`src/core/ddrmr_params.svh`:
```
`ifndef DDRMR_PARAMS_SVH
`define DDRMR_PARAMS_SVH
// register offsets (byte addresses)
`define DDRMR_OFS_BASE 4'h0
`define DDRMR_OFS_EXT 4'h4
`define DDRMR_OFS_STATUS 4'h8
`define DDRMR_OFS_CONTROL 4'hc
// base mode register fields
`define DDRMR_CL_LSB 4
`define DDRMR_CL_MSB 6
`define DDRMR_DLL_RESET_BIT 8
`define DDRMR_WR_LSB 9
`define DDRMR_WR_MSB 11
`define DDRMR_PD_EXIT_BIT 12
// extended mode register fields
`define DDRMR_DLL_ENABLE_BIT 0
`define DDRMR_DRIVE_BIT 1
`define DDRMR_RTT_LO_BIT 2
`define DDRMR_AL_LSB 3
`define DDRMR_AL_MSB 5
`define DDRMR_RTT_HI_BIT 6
`define DDRMR_CSD_BIT 10
`define DDRMR_REDUNDANT_READ_STROBE_BIT 11
`define DDRMR_QOFF_BIT 12
// bank address selecting the target register
`define DDRMR_BANK_BASE 2'h0
`define DDRMR_BANK_EXT 2'h1
// reset values
`define DDRMR_BASE_RESET 13'h0000
`define DDRMR_EXT_RESET 13'h0000
`define DDRMR_CONTROL_RESET 1'h0
// timing counts in clocks
`define DDRMR_BURST_CLOCKS 5'h02
`define DDRMR_FAST_EXIT_CLOCKS 3'h2
`define DDRMR_SLOW_EXIT_CLOCKS 3'h6
`endif

```
`src/core/ddrmr_pkg.sv`:
```
package ddrmr_pkg;
    typedef enum logic [2:0] {
        DDRMR_OP_NOP = 3'b000,
        DDRMR_OP_LOAD_MODE = 3'b001,
        DDRMR_OP_READ = 3'b010,
        DDRMR_OP_WRITE_AP = 3'b011,
        DDRMR_OP_ACT_PD = 3'b100,
        DDRMR_OP_PRE_PD = 3'b101,
        DDRMR_OP_SELF_REF = 3'b110,
        DDRMR_OP_EXIT = 3'b111
    } ddrmr_op_t;

    typedef enum logic [1:0] {
        DDRMR_ST_ACTIVE = 2'b00,
        DDRMR_ST_ACT_PD = 2'b01,
        DDRMR_ST_PRE_PD = 2'b10,
        DDRMR_ST_SELF_REF = 2'b11
    } ddrmr_power_t;

    typedef struct packed {
        logic valid;
        ddrmr_op_t op;
        logic [2:0] bank;
        logic [12:0] addr;
    } ddrmr_cmd_t;

    typedef struct packed {
        logic drive_reduced;
        logic data_oe;
        logic strobe_oe;
        logic strobe_comp_oe;
        logic redundant_read_strobe_oe;
        logic redundant_read_strobe_comp_oe;
        logic termination_on;
        logic [1:0] termination_sel;
    } ddrmr_pad_t;
endpackage

```
`src/core/ddrmr_config.sv`:
```
// Overview of operation
// auto precharge waits write recovery after burst
// controller programs write recovery 2 to 8
// exit bit picks fast or slow powerdown
// read data at edge n plus latency
// read delayed internally by additive latency
// controller loads modes only when idle
// extended mode kept until next load
// controller resets DLL after enabling it
// self refresh stops DLL, exit resets it
// controller waits 200 clocks before reads
// slow clock without DLL needs precharge-all
// drive bit selects full or reduced drive
// complement strobe disable bit gates complements
// redundant strobe follows strobe on reads only
// output disable bit turns off outputs
// two select bits choose termination value
// termination pin honoured in allowed states only
// controller drops termination before self refresh
// controller keeps termination low eight clocks
// controller writes zero to unused bits; init loads 13'h0380 into the extended register, and 13'h0632 sets base bit 1
// controller sets then clears calibration bits; the model has no calibration bits
// additive 0-6, write latency one less
// DLL reset bit self clears
// bank address routes load to register
`timescale 1ns/1ps
`include "ddrmr_params.svh"
`default_nettype none
module ddrmr_config (
    // clock and reset
    input wire logic clock_in,
    input wire logic reset_in,
    // avalon-mm slave
    input wire logic [3:0] avs_address_in,
    input wire logic avs_read_in,
    input wire logic avs_write_in,
    input wire logic [31:0] avs_writedata_in,
    input wire logic [3:0] avs_byteenable_in,
    output logic [31:0] avs_readdata_out,
    output logic avs_waitrequest_out,
    // command bus from the controller
    input wire ddrmr_pkg::ddrmr_cmd_t cmd_in,
    input wire logic odt_in,
    // timing events
    output logic internal_read_out,
    output logic read_data_valid_out,
    output logic write_data_valid_out,
    output logic auto_precharge_out,
    // dll and power state
    output logic dll_enabled_out,
    output logic dll_reset_out,
    output logic dll_frozen_out,
    output logic exit_ready_out,
    // pad control
    output ddrmr_pkg::ddrmr_pad_t pad_out
);
    import ddrmr_pkg::*;

    logic [12:0] base_mode, next_base_mode;
    logic [12:0] ext_mode, next_ext_mode;
    logic width_x8, next_width_x8;
    ddrmr_power_t state, next_state;
    logic [2:0] exit_count, next_exit_count;
    logic dll_reset, next_dll_reset;
    logic [31:0] al_pipe, next_al_pipe;
    logic [31:0] rd_pipe, next_rd_pipe;
    logic [31:0] wr_pipe, next_wr_pipe;
    logic [31:0] pre_pipe, next_pre_pipe;
    logic rd_tail, next_rd_tail;
    ddrmr_pad_t pad, next_pad;
    logic ack, next_ack;
    logic [31:0] readdata, next_readdata;

    logic [2:0] al;
    logic [3:0] cl, rl, wl, wr_clocks;
    logic [4:0] pre_delay;
    logic active, rd_accept, wr_accept, load_base, load_ext, sr_exit;
    logic bus_req, bus_write;

    // latencies from the programmed fields
    assign al = ext_mode[`DDRMR_AL_MSB:`DDRMR_AL_LSB];
    assign cl = {1'b0, base_mode[`DDRMR_CL_MSB:`DDRMR_CL_LSB]};
    assign rl = 4'(al) + cl;
    assign wl = rl - 4'h1;
    // write recovery code 1..7 means 2..8 clocks
    assign wr_clocks = {1'b0, base_mode[`DDRMR_WR_MSB:`DDRMR_WR_LSB]} + 4'h1;
    assign pre_delay = 5'(wl) + `DDRMR_BURST_CLOCKS + 5'(wr_clocks);

    assign active = (state == DDRMR_ST_ACTIVE);
    assign rd_accept = cmd_in.valid && cmd_in.op == DDRMR_OP_READ && active;
    assign wr_accept = cmd_in.valid && cmd_in.op == DDRMR_OP_WRITE_AP &&
        active;
    // only the low two bank bits pick the register; higher ones are don't care
    assign load_base = cmd_in.valid && cmd_in.op == DDRMR_OP_LOAD_MODE &&
        active && cmd_in.bank[1:0] == `DDRMR_BANK_BASE;
    assign load_ext = cmd_in.valid && cmd_in.op == DDRMR_OP_LOAD_MODE &&
        active && cmd_in.bank[1:0] == `DDRMR_BANK_EXT;
    assign sr_exit = cmd_in.valid && cmd_in.op == DDRMR_OP_EXIT &&
        state == DDRMR_ST_SELF_REF;

    // mode registers
    always_comb begin
        next_base_mode = base_mode;
        next_base_mode[`DDRMR_DLL_RESET_BIT] = 1'b0;
        next_ext_mode = ext_mode;
        if (load_base) begin
            next_base_mode = cmd_in.addr;
        end
        if (load_ext) begin
            next_ext_mode = cmd_in.addr;
        end
    end

    always_ff @(posedge clock_in) begin
        if (reset_in) begin
            base_mode <= `DDRMR_BASE_RESET;
            ext_mode <= `DDRMR_EXT_RESET;
        end else begin
            base_mode <= next_base_mode;
            ext_mode <= next_ext_mode;
        end
    end

    // power state, exit timing and dll control
    always_comb begin
        next_state = state;
        next_exit_count = (exit_count != 3'h0) ? exit_count - 3'h1 : 3'h0;
        next_dll_reset = 1'b0;
        if (load_base && cmd_in.addr[`DDRMR_DLL_RESET_BIT]) begin
            next_dll_reset = 1'b1;
        end
        // the dll comes back reset when self refresh ends with its enable bit low
        if (sr_exit && !ext_mode[`DDRMR_DLL_ENABLE_BIT]) begin
            next_dll_reset = 1'b1;
        end
        if (cmd_in.valid) begin
            case (state)
                DDRMR_ST_ACTIVE: begin
                    if (cmd_in.op == DDRMR_OP_ACT_PD) begin
                        next_state = DDRMR_ST_ACT_PD;
                    end else if (cmd_in.op == DDRMR_OP_PRE_PD) begin
                        next_state = DDRMR_ST_PRE_PD;
                    end else if (cmd_in.op == DDRMR_OP_SELF_REF) begin
                        next_state = DDRMR_ST_SELF_REF;
                    end
                end
                DDRMR_ST_ACT_PD: begin
                    if (cmd_in.op == DDRMR_OP_EXIT) begin
                        next_state = DDRMR_ST_ACTIVE;
                        next_exit_count =
                            base_mode[`DDRMR_PD_EXIT_BIT] ?
                            `DDRMR_SLOW_EXIT_CLOCKS :
                            `DDRMR_FAST_EXIT_CLOCKS;
                    end
                end
                // exit bit has no say over precharge powerdown
                DDRMR_ST_PRE_PD: begin
                    if (cmd_in.op == DDRMR_OP_EXIT) begin
                        next_state = DDRMR_ST_ACTIVE;
                        next_exit_count = `DDRMR_FAST_EXIT_CLOCKS;
                    end
                end
                DDRMR_ST_SELF_REF: begin
                    if (cmd_in.op == DDRMR_OP_EXIT) begin
                        next_state = DDRMR_ST_ACTIVE;
                    end
                end
                default: begin
                    next_state = DDRMR_ST_ACTIVE;
                end
            endcase
        end
    end

    always_ff @(posedge clock_in) begin
        if (reset_in) begin
            state <= DDRMR_ST_ACTIVE;
            exit_count <= 3'h0;
            dll_reset <= 1'b0;
        end else begin
            state <= next_state;
            exit_count <= next_exit_count;
            dll_reset <= next_dll_reset;
        end
    end

    // enable bit is active low; self refresh overrides it
    assign dll_enabled_out = !ext_mode[`DDRMR_DLL_ENABLE_BIT] &&
        state != DDRMR_ST_SELF_REF;
    assign dll_reset_out = dll_reset;
    assign dll_frozen_out = state == DDRMR_ST_ACT_PD &&
        base_mode[`DDRMR_PD_EXIT_BIT];
    assign exit_ready_out = (exit_count == 3'h0);

    // latency pipes: bit k fires k+1 edges after it is set
    always_comb begin
        next_al_pipe = al_pipe >> 1;
        next_rd_pipe = rd_pipe >> 1;
        next_wr_pipe = wr_pipe >> 1;
        next_pre_pipe = pre_pipe >> 1;
        next_rd_tail = rd_pipe[0];
        if (rd_accept && al != 3'h0) begin
            next_al_pipe[al - 3'h1] = 1'b1;
        end
        if (rd_accept && rl != 4'h0) begin
            next_rd_pipe[rl - 4'h1] = 1'b1;
        end
        if (wr_accept && wl != 4'h0) begin
            next_wr_pipe[wl - 4'h1] = 1'b1;
        end
        if (wr_accept) begin
            next_pre_pipe[pre_delay - 5'h01] = 1'b1;
        end
    end

    always_ff @(posedge clock_in) begin
        if (reset_in) begin
            al_pipe <= 32'h0;
            rd_pipe <= 32'h0;
            wr_pipe <= 32'h0;
            pre_pipe <= 32'h0;
            rd_tail <= 1'b0;
        end else begin
            al_pipe <= next_al_pipe;
            rd_pipe <= next_rd_pipe;
            wr_pipe <= next_wr_pipe;
            pre_pipe <= next_pre_pipe;
            rd_tail <= next_rd_tail;
        end
    end

    assign internal_read_out = (rd_accept && al == 3'h0) || al_pipe[0];
    assign read_data_valid_out = rd_pipe[0];
    assign write_data_valid_out = wr_pipe[0];
    assign auto_precharge_out = pre_pipe[0];

    // pad control, timed with the read burst of two clocks
    always_comb begin
        logic reading;
        reading = next_rd_pipe[0] || next_rd_tail;
        next_pad.drive_reduced = next_ext_mode[`DDRMR_DRIVE_BIT];
        next_pad.data_oe = reading &&
            !next_ext_mode[`DDRMR_QOFF_BIT];
        next_pad.strobe_oe = next_pad.data_oe;
        next_pad.strobe_comp_oe = next_pad.data_oe &&
            !next_ext_mode[`DDRMR_CSD_BIT];
        // redundant strobe only leaves the pins on reads, so writes ignore it
        next_pad.redundant_read_strobe_oe = next_pad.data_oe && next_width_x8 &&
            next_ext_mode[`DDRMR_REDUNDANT_READ_STROBE_BIT];
        next_pad.redundant_read_strobe_comp_oe = next_pad.redundant_read_strobe_oe &&
            !next_ext_mode[`DDRMR_CSD_BIT];
        next_pad.termination_sel = {next_ext_mode[`DDRMR_RTT_HI_BIT],
            next_ext_mode[`DDRMR_RTT_LO_BIT]};
        next_pad.termination_on = next_pad.termination_sel != 2'h0 &&
            odt_in && next_state != DDRMR_ST_SELF_REF;
    end

    always_ff @(posedge clock_in) begin
        if (reset_in) begin
            pad <= '0;
        end else begin
            pad <= next_pad;
        end
    end

    assign pad_out = pad;

    // avalon slave: one wait state, then the answer
    assign bus_req = avs_read_in || avs_write_in;
    assign bus_write = avs_write_in && ack;
    assign avs_waitrequest_out = bus_req && !ack;

    always_comb begin
        next_ack = bus_req && !ack;
        next_readdata = readdata;
        next_width_x8 = width_x8;
        if (avs_read_in && !ack) begin
            case (avs_address_in)
                `DDRMR_OFS_BASE: next_readdata = {19'h0, base_mode};
                `DDRMR_OFS_EXT: next_readdata = {19'h0, ext_mode};
                `DDRMR_OFS_STATUS: next_readdata = {27'h0, exit_ready_out,
                    dll_enabled_out, dll_frozen_out, state};
                `DDRMR_OFS_CONTROL: next_readdata = {31'h0, width_x8};
                default: next_readdata = 32'h0;
            endcase
        end
        if (bus_write && avs_address_in == `DDRMR_OFS_CONTROL &&
            avs_byteenable_in[0]) begin
            next_width_x8 = avs_writedata_in[0];
        end
    end

    always_ff @(posedge clock_in) begin
        if (reset_in) begin
            ack <= 1'b0;
            readdata <= 32'h0;
            width_x8 <= `DDRMR_CONTROL_RESET;
        end else begin
            ack <= next_ack;
            readdata <= next_readdata;
            width_x8 <= next_width_x8;
        end
    end

    assign avs_readdata_out = readdata;

    // checks
    chk_read_latency3: assert property (@(posedge clock_in)
        disable iff (reset_in)
        rd_accept && rl == 4'h3 |-> ##3 read_data_valid_out)
        else $error("read data not at latency 3");
    chk_read_latency7: assert property (@(posedge clock_in)
        disable iff (reset_in)
        rd_accept && rl == 4'h7 |-> ##6 !read_data_valid_out ##1
        read_data_valid_out)
        else $error("read data not at latency 7");
    chk_additive_delay: assert property (@(posedge clock_in)
        disable iff (reset_in)
        rd_accept && al == 3'h2 |-> ##2 internal_read_out)
        else $error("internal read not delayed by 2");
    chk_write_latency: assert property (@(posedge clock_in)
        disable iff (reset_in)
        wr_accept && rl == 4'h5 |-> ##4 write_data_valid_out)
        else $error("write latency not read latency minus one");
    chk_precharge_delay: assert property (@(posedge clock_in)
        disable iff (reset_in)
        wr_accept && wl == 4'h2 && wr_clocks == 4'h2 |->
        ##5 !auto_precharge_out ##1 auto_precharge_out)
        else $error("auto precharge not after write recovery");
    chk_dll_reset_clear: assert property (@(posedge clock_in)
        disable iff (reset_in)
        load_base && cmd_in.addr[`DDRMR_DLL_RESET_BIT] |=>
        dll_reset_out && base_mode[`DDRMR_DLL_RESET_BIT] ##1
        !base_mode[`DDRMR_DLL_RESET_BIT])
        else $error("dll reset bit did not self clear");
    chk_self_ref_dll: assert property (@(posedge clock_in)
        disable iff (reset_in)
        sr_exit && !ext_mode[`DDRMR_DLL_ENABLE_BIT] |->
        !dll_enabled_out ##1 dll_enabled_out && dll_reset_out)
        else $error("dll not restarted on self refresh exit");
    chk_output_disable: assert property (@(posedge clock_in)
        disable iff (reset_in)
        ext_mode[`DDRMR_QOFF_BIT] |-> !pad_out.data_oe &&
        !pad_out.strobe_oe && !pad_out.redundant_read_strobe_oe)
        else $error("outputs driven while disabled");
    chk_odt_state: assert property (@(posedge clock_in)
        disable iff (reset_in)
        state == DDRMR_ST_SELF_REF || pad_out.termination_sel == 2'h0
        |-> !pad_out.termination_on)
        else $error("termination on where not allowed");
    chk_ext_hold: assert property (@(posedge clock_in)
        disable iff (reset_in)
        !load_ext |=> $stable(ext_mode))
        else $error("extended mode changed without load");
    cov_read: cover property (@(posedge clock_in)
        rd_accept ##[1:14] read_data_valid_out);
    cov_auto_precharge: cover property (@(posedge clock_in)
        wr_accept ##[1:31] auto_precharge_out);
    cov_slow_exit: cover property (@(posedge clock_in)
        dll_frozen_out ##1 !exit_ready_out);
endmodule
`default_nettype wire

```
`config.mk`:
```
export PLATFORM = sky130hd
export DESIGN_NAME = ddrmr_config
export DESIGN_NICKNAME = d
export VERILOG_FILES = /design/src/core/ddrmr_pkg.sv /design/src/core/ddrmr_config.sv
export VERILOG_INCLUDE_DIRS = /design/src /design/src/core
export SDC_FILE = /design/constraint.sdc
export NUM_CORES = 1
export LEC_CHECK = 0
export BUFFER_PORTS_ARGS = -buffer_cell sky130_fd_sc_hd__buf_2
export CAP_MARGIN = 20
export CORE_MARGIN = 3
export CORE_UTILIZATION = 54
export DETAILED_ROUTE_END_ITERATION = 10
export PLACE_DENSITY = 0.77
export SLEW_MARGIN = 20
export SYNTH_ARGS = -nofsm -noshare
export SYNTH_HDL_FRONTEND = slang
export SYNTH_SLANG_ARGS = --single-unit
```
`constraint.sdc`:
```
create_clock -name clock_in -period 3.96 [get_ports clock_in]
set_input_delay 0.396 -clock clock_in [delete_from_list [all_inputs] [get_ports clock_in]]
set_output_delay 0.396 -clock clock_in [all_outputs]
set_load 0.05 [all_outputs]
```
After elaboration in Yosys (flattened, before gate mapping)
Index checks and enable logic that the tools add are counted.
{"block": "op_classes", "eq_ne": 16, "bitwise": 9, "mux": 29, "magnitude_cmp": 8, "reduce_logical": 57, "n_addsub": 9}
{"operator": "$mux W31", "n": 4}
{"operator": "$or A31 B16 Y31", "n": 2}
{"operator": "$pmux W13 S4", "n": 1}
{"operator": "$logic_and A1 B1 Y1", "n": 34}
{"operator": "$or A31 B32 Y32", "n": 1}
{"operator": "$or A31 B8 Y31", "n": 1}
{"operator": "$mux W3", "n": 5}
{"operator": "$mux W13", "n": 1}
{"operator": "$eq A3 B3 Y1 const B", "n": 4}
{"operator": "$lt A4 B6 Y1 const B", "n": 2}
{"operator": "$mux W2", "n": 5}
{"operator": "$reduce_or A2 Y1", "n": 5}
{"operator": "$demux W1 S4", "n": 2}
{"operator": "$eq A4 B4 Y1 const B", "n": 2}
{"operator": "$ge A4 B1 Y1 const B", "n": 2}
{"operator": "$reduce_bool A4 Y1", "n": 2}
{"operator": "$sub A4 B1 Y4 const B", "n": 2}
{"operator": "$mux W1", "n": 7}
{"operator": "$eq A3 B2 Y1 const B", "n": 2}
{"operator": "$logic_not A3 Y1", "n": 2}
{"operator": "$lt A3 B6 Y1 const B", "n": 1}
{"operator": "$lt A5 B6 Y1 const B", "n": 1}
{"operator": "$pmux W3 S2", "n": 1}
{"operator": "$reduce_bool A3 Y1", "n": 2}
{"operator": "other kinds (23)", "n": 37}
{"block": "totals", "out_inout_bits": 50, "ff_bits": 202, "inputBits": 65, "elab_cells": 153}

Longest topological paths before layout
{"block": "logic_depth", "ltp_word": 13, "ltp_mapped": 15}

Worst setup path after synthesis
OpenSTA, ideal clock, no wires.
{"block": "synth_path", "kind": "register to register", "startpoint": "register ext_mode[3]", "endpoint": "register pre_pipe[28]", "required_time_ps": 3890, "setup_time_ps": 70, "stages_incl_launch_ff": 13, "period_less_slack_ps": 3476, "slack_ps": 484, "arrival_ps": 3406, "path_cell_list": "dfxtp_1 -> ha_1 -> fa_1 -> inv_1 -> ha_1 -> buf_2 -> xor2_2 -> inv_2 -> ha_1 -> inv_1 -> fa_1 -> or4_1 -> o2bb2ai_1"}
{"block": "synth_between", "elab_chain_len": 11, "word_cells_on_any_way": 12, "classes_between": "add/sub (5); order compare (2); mux (3); bitwise (1); reduce/logical (1)"}
{"element": "from (decl)", "line_no": "ddrmr_config.sv:60", "rtl": "logic [12:0] ext_mode, next_ext_mode;"}
{"element": "from (signal assigned)", "line_no": "ddrmr_config.sv:117", "rtl": "ext_mode <= `DDRMR_EXT_RESET;"}
{"element": "from (signal assigned)", "line_no": "ddrmr_config.sv:120", "rtl": "ext_mode <= next_ext_mode;"}
{"element": "$add A3 B3 Y4 *", "line_no": "ddrmr_config.sv:83", "rtl": "assign rl = 4'(al) + cl;"}
{"element": "$sub A4 B1 Y4 *", "line_no": "ddrmr_config.sv:84", "rtl": "assign wl = rl - 4'h1;"}
{"element": "$add A4 B2 Y5 (no line) *"}
{"element": "$add A5 B4 Y5 *", "line_no": "ddrmr_config.sv:87", "rtl": "assign pre_delay = 5'(wl) + `DDRMR_BURST_CLOCKS + 5'(wr_clocks);"}
{"element": "$sub A5 B1 Y5 *", "line_no": "ddrmr_config.sv:212", "rtl": "next_pre_pipe[pre_delay - 5'h01] = 1'b1;"}
{"element": "$lt A5 B6 Y1 (not written as such) or $ge A5 B1 Y1 (tied branches)", "line_no": "ddrmr_config.sv:212"}
{"element": "$logic_and A1 B1 Y1 (not written as such)", "line_no": "ddrmr_config.sv:212"}
{"element": "$mux W1 (not written as such)", "line_no": "ddrmr_config.sv:212"}
{"element": "$demux W1 S5 *", "line_no": "ddrmr_config.sv:212"}
{"element": "$or A31 B32 Y32 (no line) *"}
{"element": "$mux W31 *", "line_no": "ddrmr_config.sv:211", "rtl": "if (wr_accept) begin"}
{"element": "to (signal assigned)", "line_no": "ddrmr_config.sv:227", "rtl": "pre_pipe <= next_pre_pipe;"}
{"element": "to (decl)", "line_no": "ddrmr_config.sv:68", "rtl": "logic [31:0] pre_pipe, next_pre_pipe;"}
Every way passes the cells marked *; elsewhere a longest branch is shown, timed or not.
A chain may end at the register's enable or synchronous reset.

Worst setup path after layout
Ends and elaborated chain as after synthesis.

==> out/metrics.cfg <==
[synth]
synth-edff-count=0
syn_area_um2=5288
synth_area_leaders=dfxtp_1 (47%), nor2_1 (7.8%), mux2i_1 (7.4%), a21oi_1 (4.7%), ha_1 (4.7%)
yosysTopAreaCell=dfxtp_1
synth_cell_types=59
syn_area_per_cell_um2=9.212
ys_seq_elements=124
ys_async_sr_fraction=0
ys_warn_count=0
synth_top_area_frac=0.4695
synth_flop_cell=dfxtp_1
ys_seq_area_frac=0.4695
syn_inst=574

[critical_path]
timing.rr.start=ext_mode[3]
cp-start-kind=flip-flop
criticalPathCategory=reg -> reg
arrival_ns=4.12
cp.required_ns=4.41
setup.worst_path.end_class=flip-flop
setup.worst_path.start=ext_mode[3]
crit_path_max_fanout=6

[layout]
finish.utilization=0.6578
nets=716
syn2layout_area_growth_pct=16.59
drive_above_1_share=0.1822
stdcell_area_um2=6165
regArea_um2=2482
n_fill_cell=775
multiInputGateArea_um2=2515
antenna_cells=0

[floorplanning]
rows=35
placeableCoreArea_um2=9371
io_pins=115
start_util=0.5642
die_h_um=105.0
die_w_um=105.0
fp.dieArea_um2=11020

[timing]
slew_headroom=0.4161
slew_violations=0
hold_viol=0
clock_skew_ns=0.007557
final.setup.tns_ns=0
rsz0062_at_grt=false
fmax_mhz=272.2
holdWs_ns=0.1311
fin_crit_sh=0.9276
setup_ws_ns=0.2868
tightest_slew_ns=0.8758
min_period_ns=3.673
setup_viol=0

[grt]
track_usage=0.2255
grt_pass1_vias=4160
antenna_found_initial=0
grt_pass1_wl_um=20100
grt_max_degree=72
grt_remaining_overflow=0

[hold_path]
hold_class=in -> reg
min-delay-start=cmd_in[1]

[place]
io_buffer_count=60
place_ws_ns=0.3525
gp_congestion=0.8376
dpl.hpwl_um=8219
dpl-instance-area_um2=5602

[pwr]
power-per-cell-area_nw_per_um2=467.9
leakage_nw=2.647
max-vdd-ir-drop_mv=0.2835

[routing]
wl_per_cell_um=15.61
drc=0
routed_wl_um=12030
ant_nets=0
dr.pass1.iters=5
drt_iter0_markers=342
via_count=4216
viasPerCell=5.468

[run_status]
outcome=completed

[run]
maxCapViolCount=0

[clock_tree]
htree_levels=4
cts_tree=yes
hold_buffers=0
clock_sinks=124
clk_pin_slew_ns=0.06
clk_path_buf_depth=2
worstSkewPairLatency_ns=0.52
cts_root_buffer=clkbuf_8
cts_made_buffers=17

[power by group]
group | internal [mW] | switching [mW]
logic | 0.0499 | 0.147
clock network | 0.865 | 0.563
registers | 1.25 | 0.00574
[repair_timing]
action | in CTS | in global routing
endpoints found under the hold margin | 0 | 0
buffers inserted | 0 | 0
gates resized for setup | 0 | 1
endpoints found under the setup margin | 0 | 1
[logic make-up after synthesis]
group                    count (synthesis)  share of synthesized area
XOR/XNOR                                10                    0.02296
other                                    1                  0.0007092
buffers and inverters                   72                    0.06815
flip-flops                             124                     0.4695
adder cells (fa/ha/maj)                 22                    0.05490
AND/OR/NAND/NOR                        198                     0.1744
AO/OA/AOI/OAI                          106                     0.1292
multiplexers                            41                    0.08022
[synth_stat cells, types with 3 or more instances]
| cell | instances |
|---|---|
| dfxtp_1 | 124 |
| nor2_1 | 110 |
| a21oi_1 | 50 |
| mux2i_1 | 39 |
| buf_4 | 23 |
| nor3_1 | 22 |
| clkbuf_1 | 20 |
| ha_1 | 20 |
| inv_1 | 19 |
| nand2_1 | 18 |
| a31oi_1 | 15 |
| a22o_1 | 11 |
| and2_1 | 6 |
| nand3_1 | 6 |
| a22oi_1 | 5 |
| nor2b_1 | 5 |
| o2bb2ai_1 | 5 |
| a21o_1 | 4 |
| buf_1 | 4 |
| nand2b_1 | 4 |
| nand4_1 | 4 |
| o21ai_0 | 4 |
| xor2_1 | 4 |
| buf_2 | 3 |
| nor4_1 | 3 |
| or4_1 | 3 |
| xnor2_1 | 3 |
[registers in the layout, indices dropped and copies added, names as in the netlist]
| register | cells |
|---|---|
| pad_out | 5 |
| al_pipe | 8 |
| state | 2 |
| width_x8 | 1 |
| base_mode | 13 |
| ack | 1 |
| rd_pipe | 16 |
| dll_reset_out | 1 |
| pre_pipe | 32 |
| ext_mode | 13 |
| avs_readdata_out | 13 |
| exit_count | 3 |
| wr_pipe | 16 |
[cell usage in the layout (no fill, tap or decap), types with 5 or more instances in the layout]
master     count
inv_1         19
buf_4          9
clkbuf_16     16
nand3_1        6
a31oi_1       15
a22o_1        11
mux2i_1       39
nand2_1       18
ha_1          20
nor3_1        22
o2bb2ai_1      5
a21oi_1       50
nor2_1       109
buf_2         59
conb_1        19
a22oi_1        5
dfxtp_1      124
and2_1         6
nor2b_1        5
[through the flow]
step	cells	total power [mW]
2_1_floorplan	592	1.445
3_3_place_gp	739	1.474
3_5_place_dp	739	1.480
4_1_cts	771	2.894
5_1_grt	771	2.974
6_report	771	2.885
[path summary, 6_finish.rpt]
check	slack, ns	depth (start not counted)	to
worst min-delay path	0.13	3	ext_mode[1]
worst max-delay path	0.29	11	pre_pipe[28]
worst min register to register	0.43	1	wr_pipe[8]
worst max register to register	0.29	11	pre_pipe[28]
[critical path: stages (launching register included)]
cell and delay, ns:
dfxtp_1 0.36, ha_1 0.23, fa_1 0.58, inv_1 0.09
ha_1 0.23, xor2_2 0.29, inv_2 0.08, ha_1 0.30
inv_1 0.06, fa_1 0.57, or4_1 0.64, o2bb2ai_1 0.18
[cell type report]
class                           count  area share
Clock buffer                       19     0.07165
Inverter                           22     0.01340
Timing Repair Buffer               68     0.05886
Tap cell                          129     0.02618
Clock inverter                     13     0.01928
Multi-Input combinational cell    396      0.4080
Sequential cell                   124      0.4027
[routing by layer]
metal	global-route usage	wire length [um]
met3	0.05991	668
met2	0.3822	5860
met5	0	0
met1	0.2730	5276
met4	0.08622	226
(Power assumes the default switching activity.)
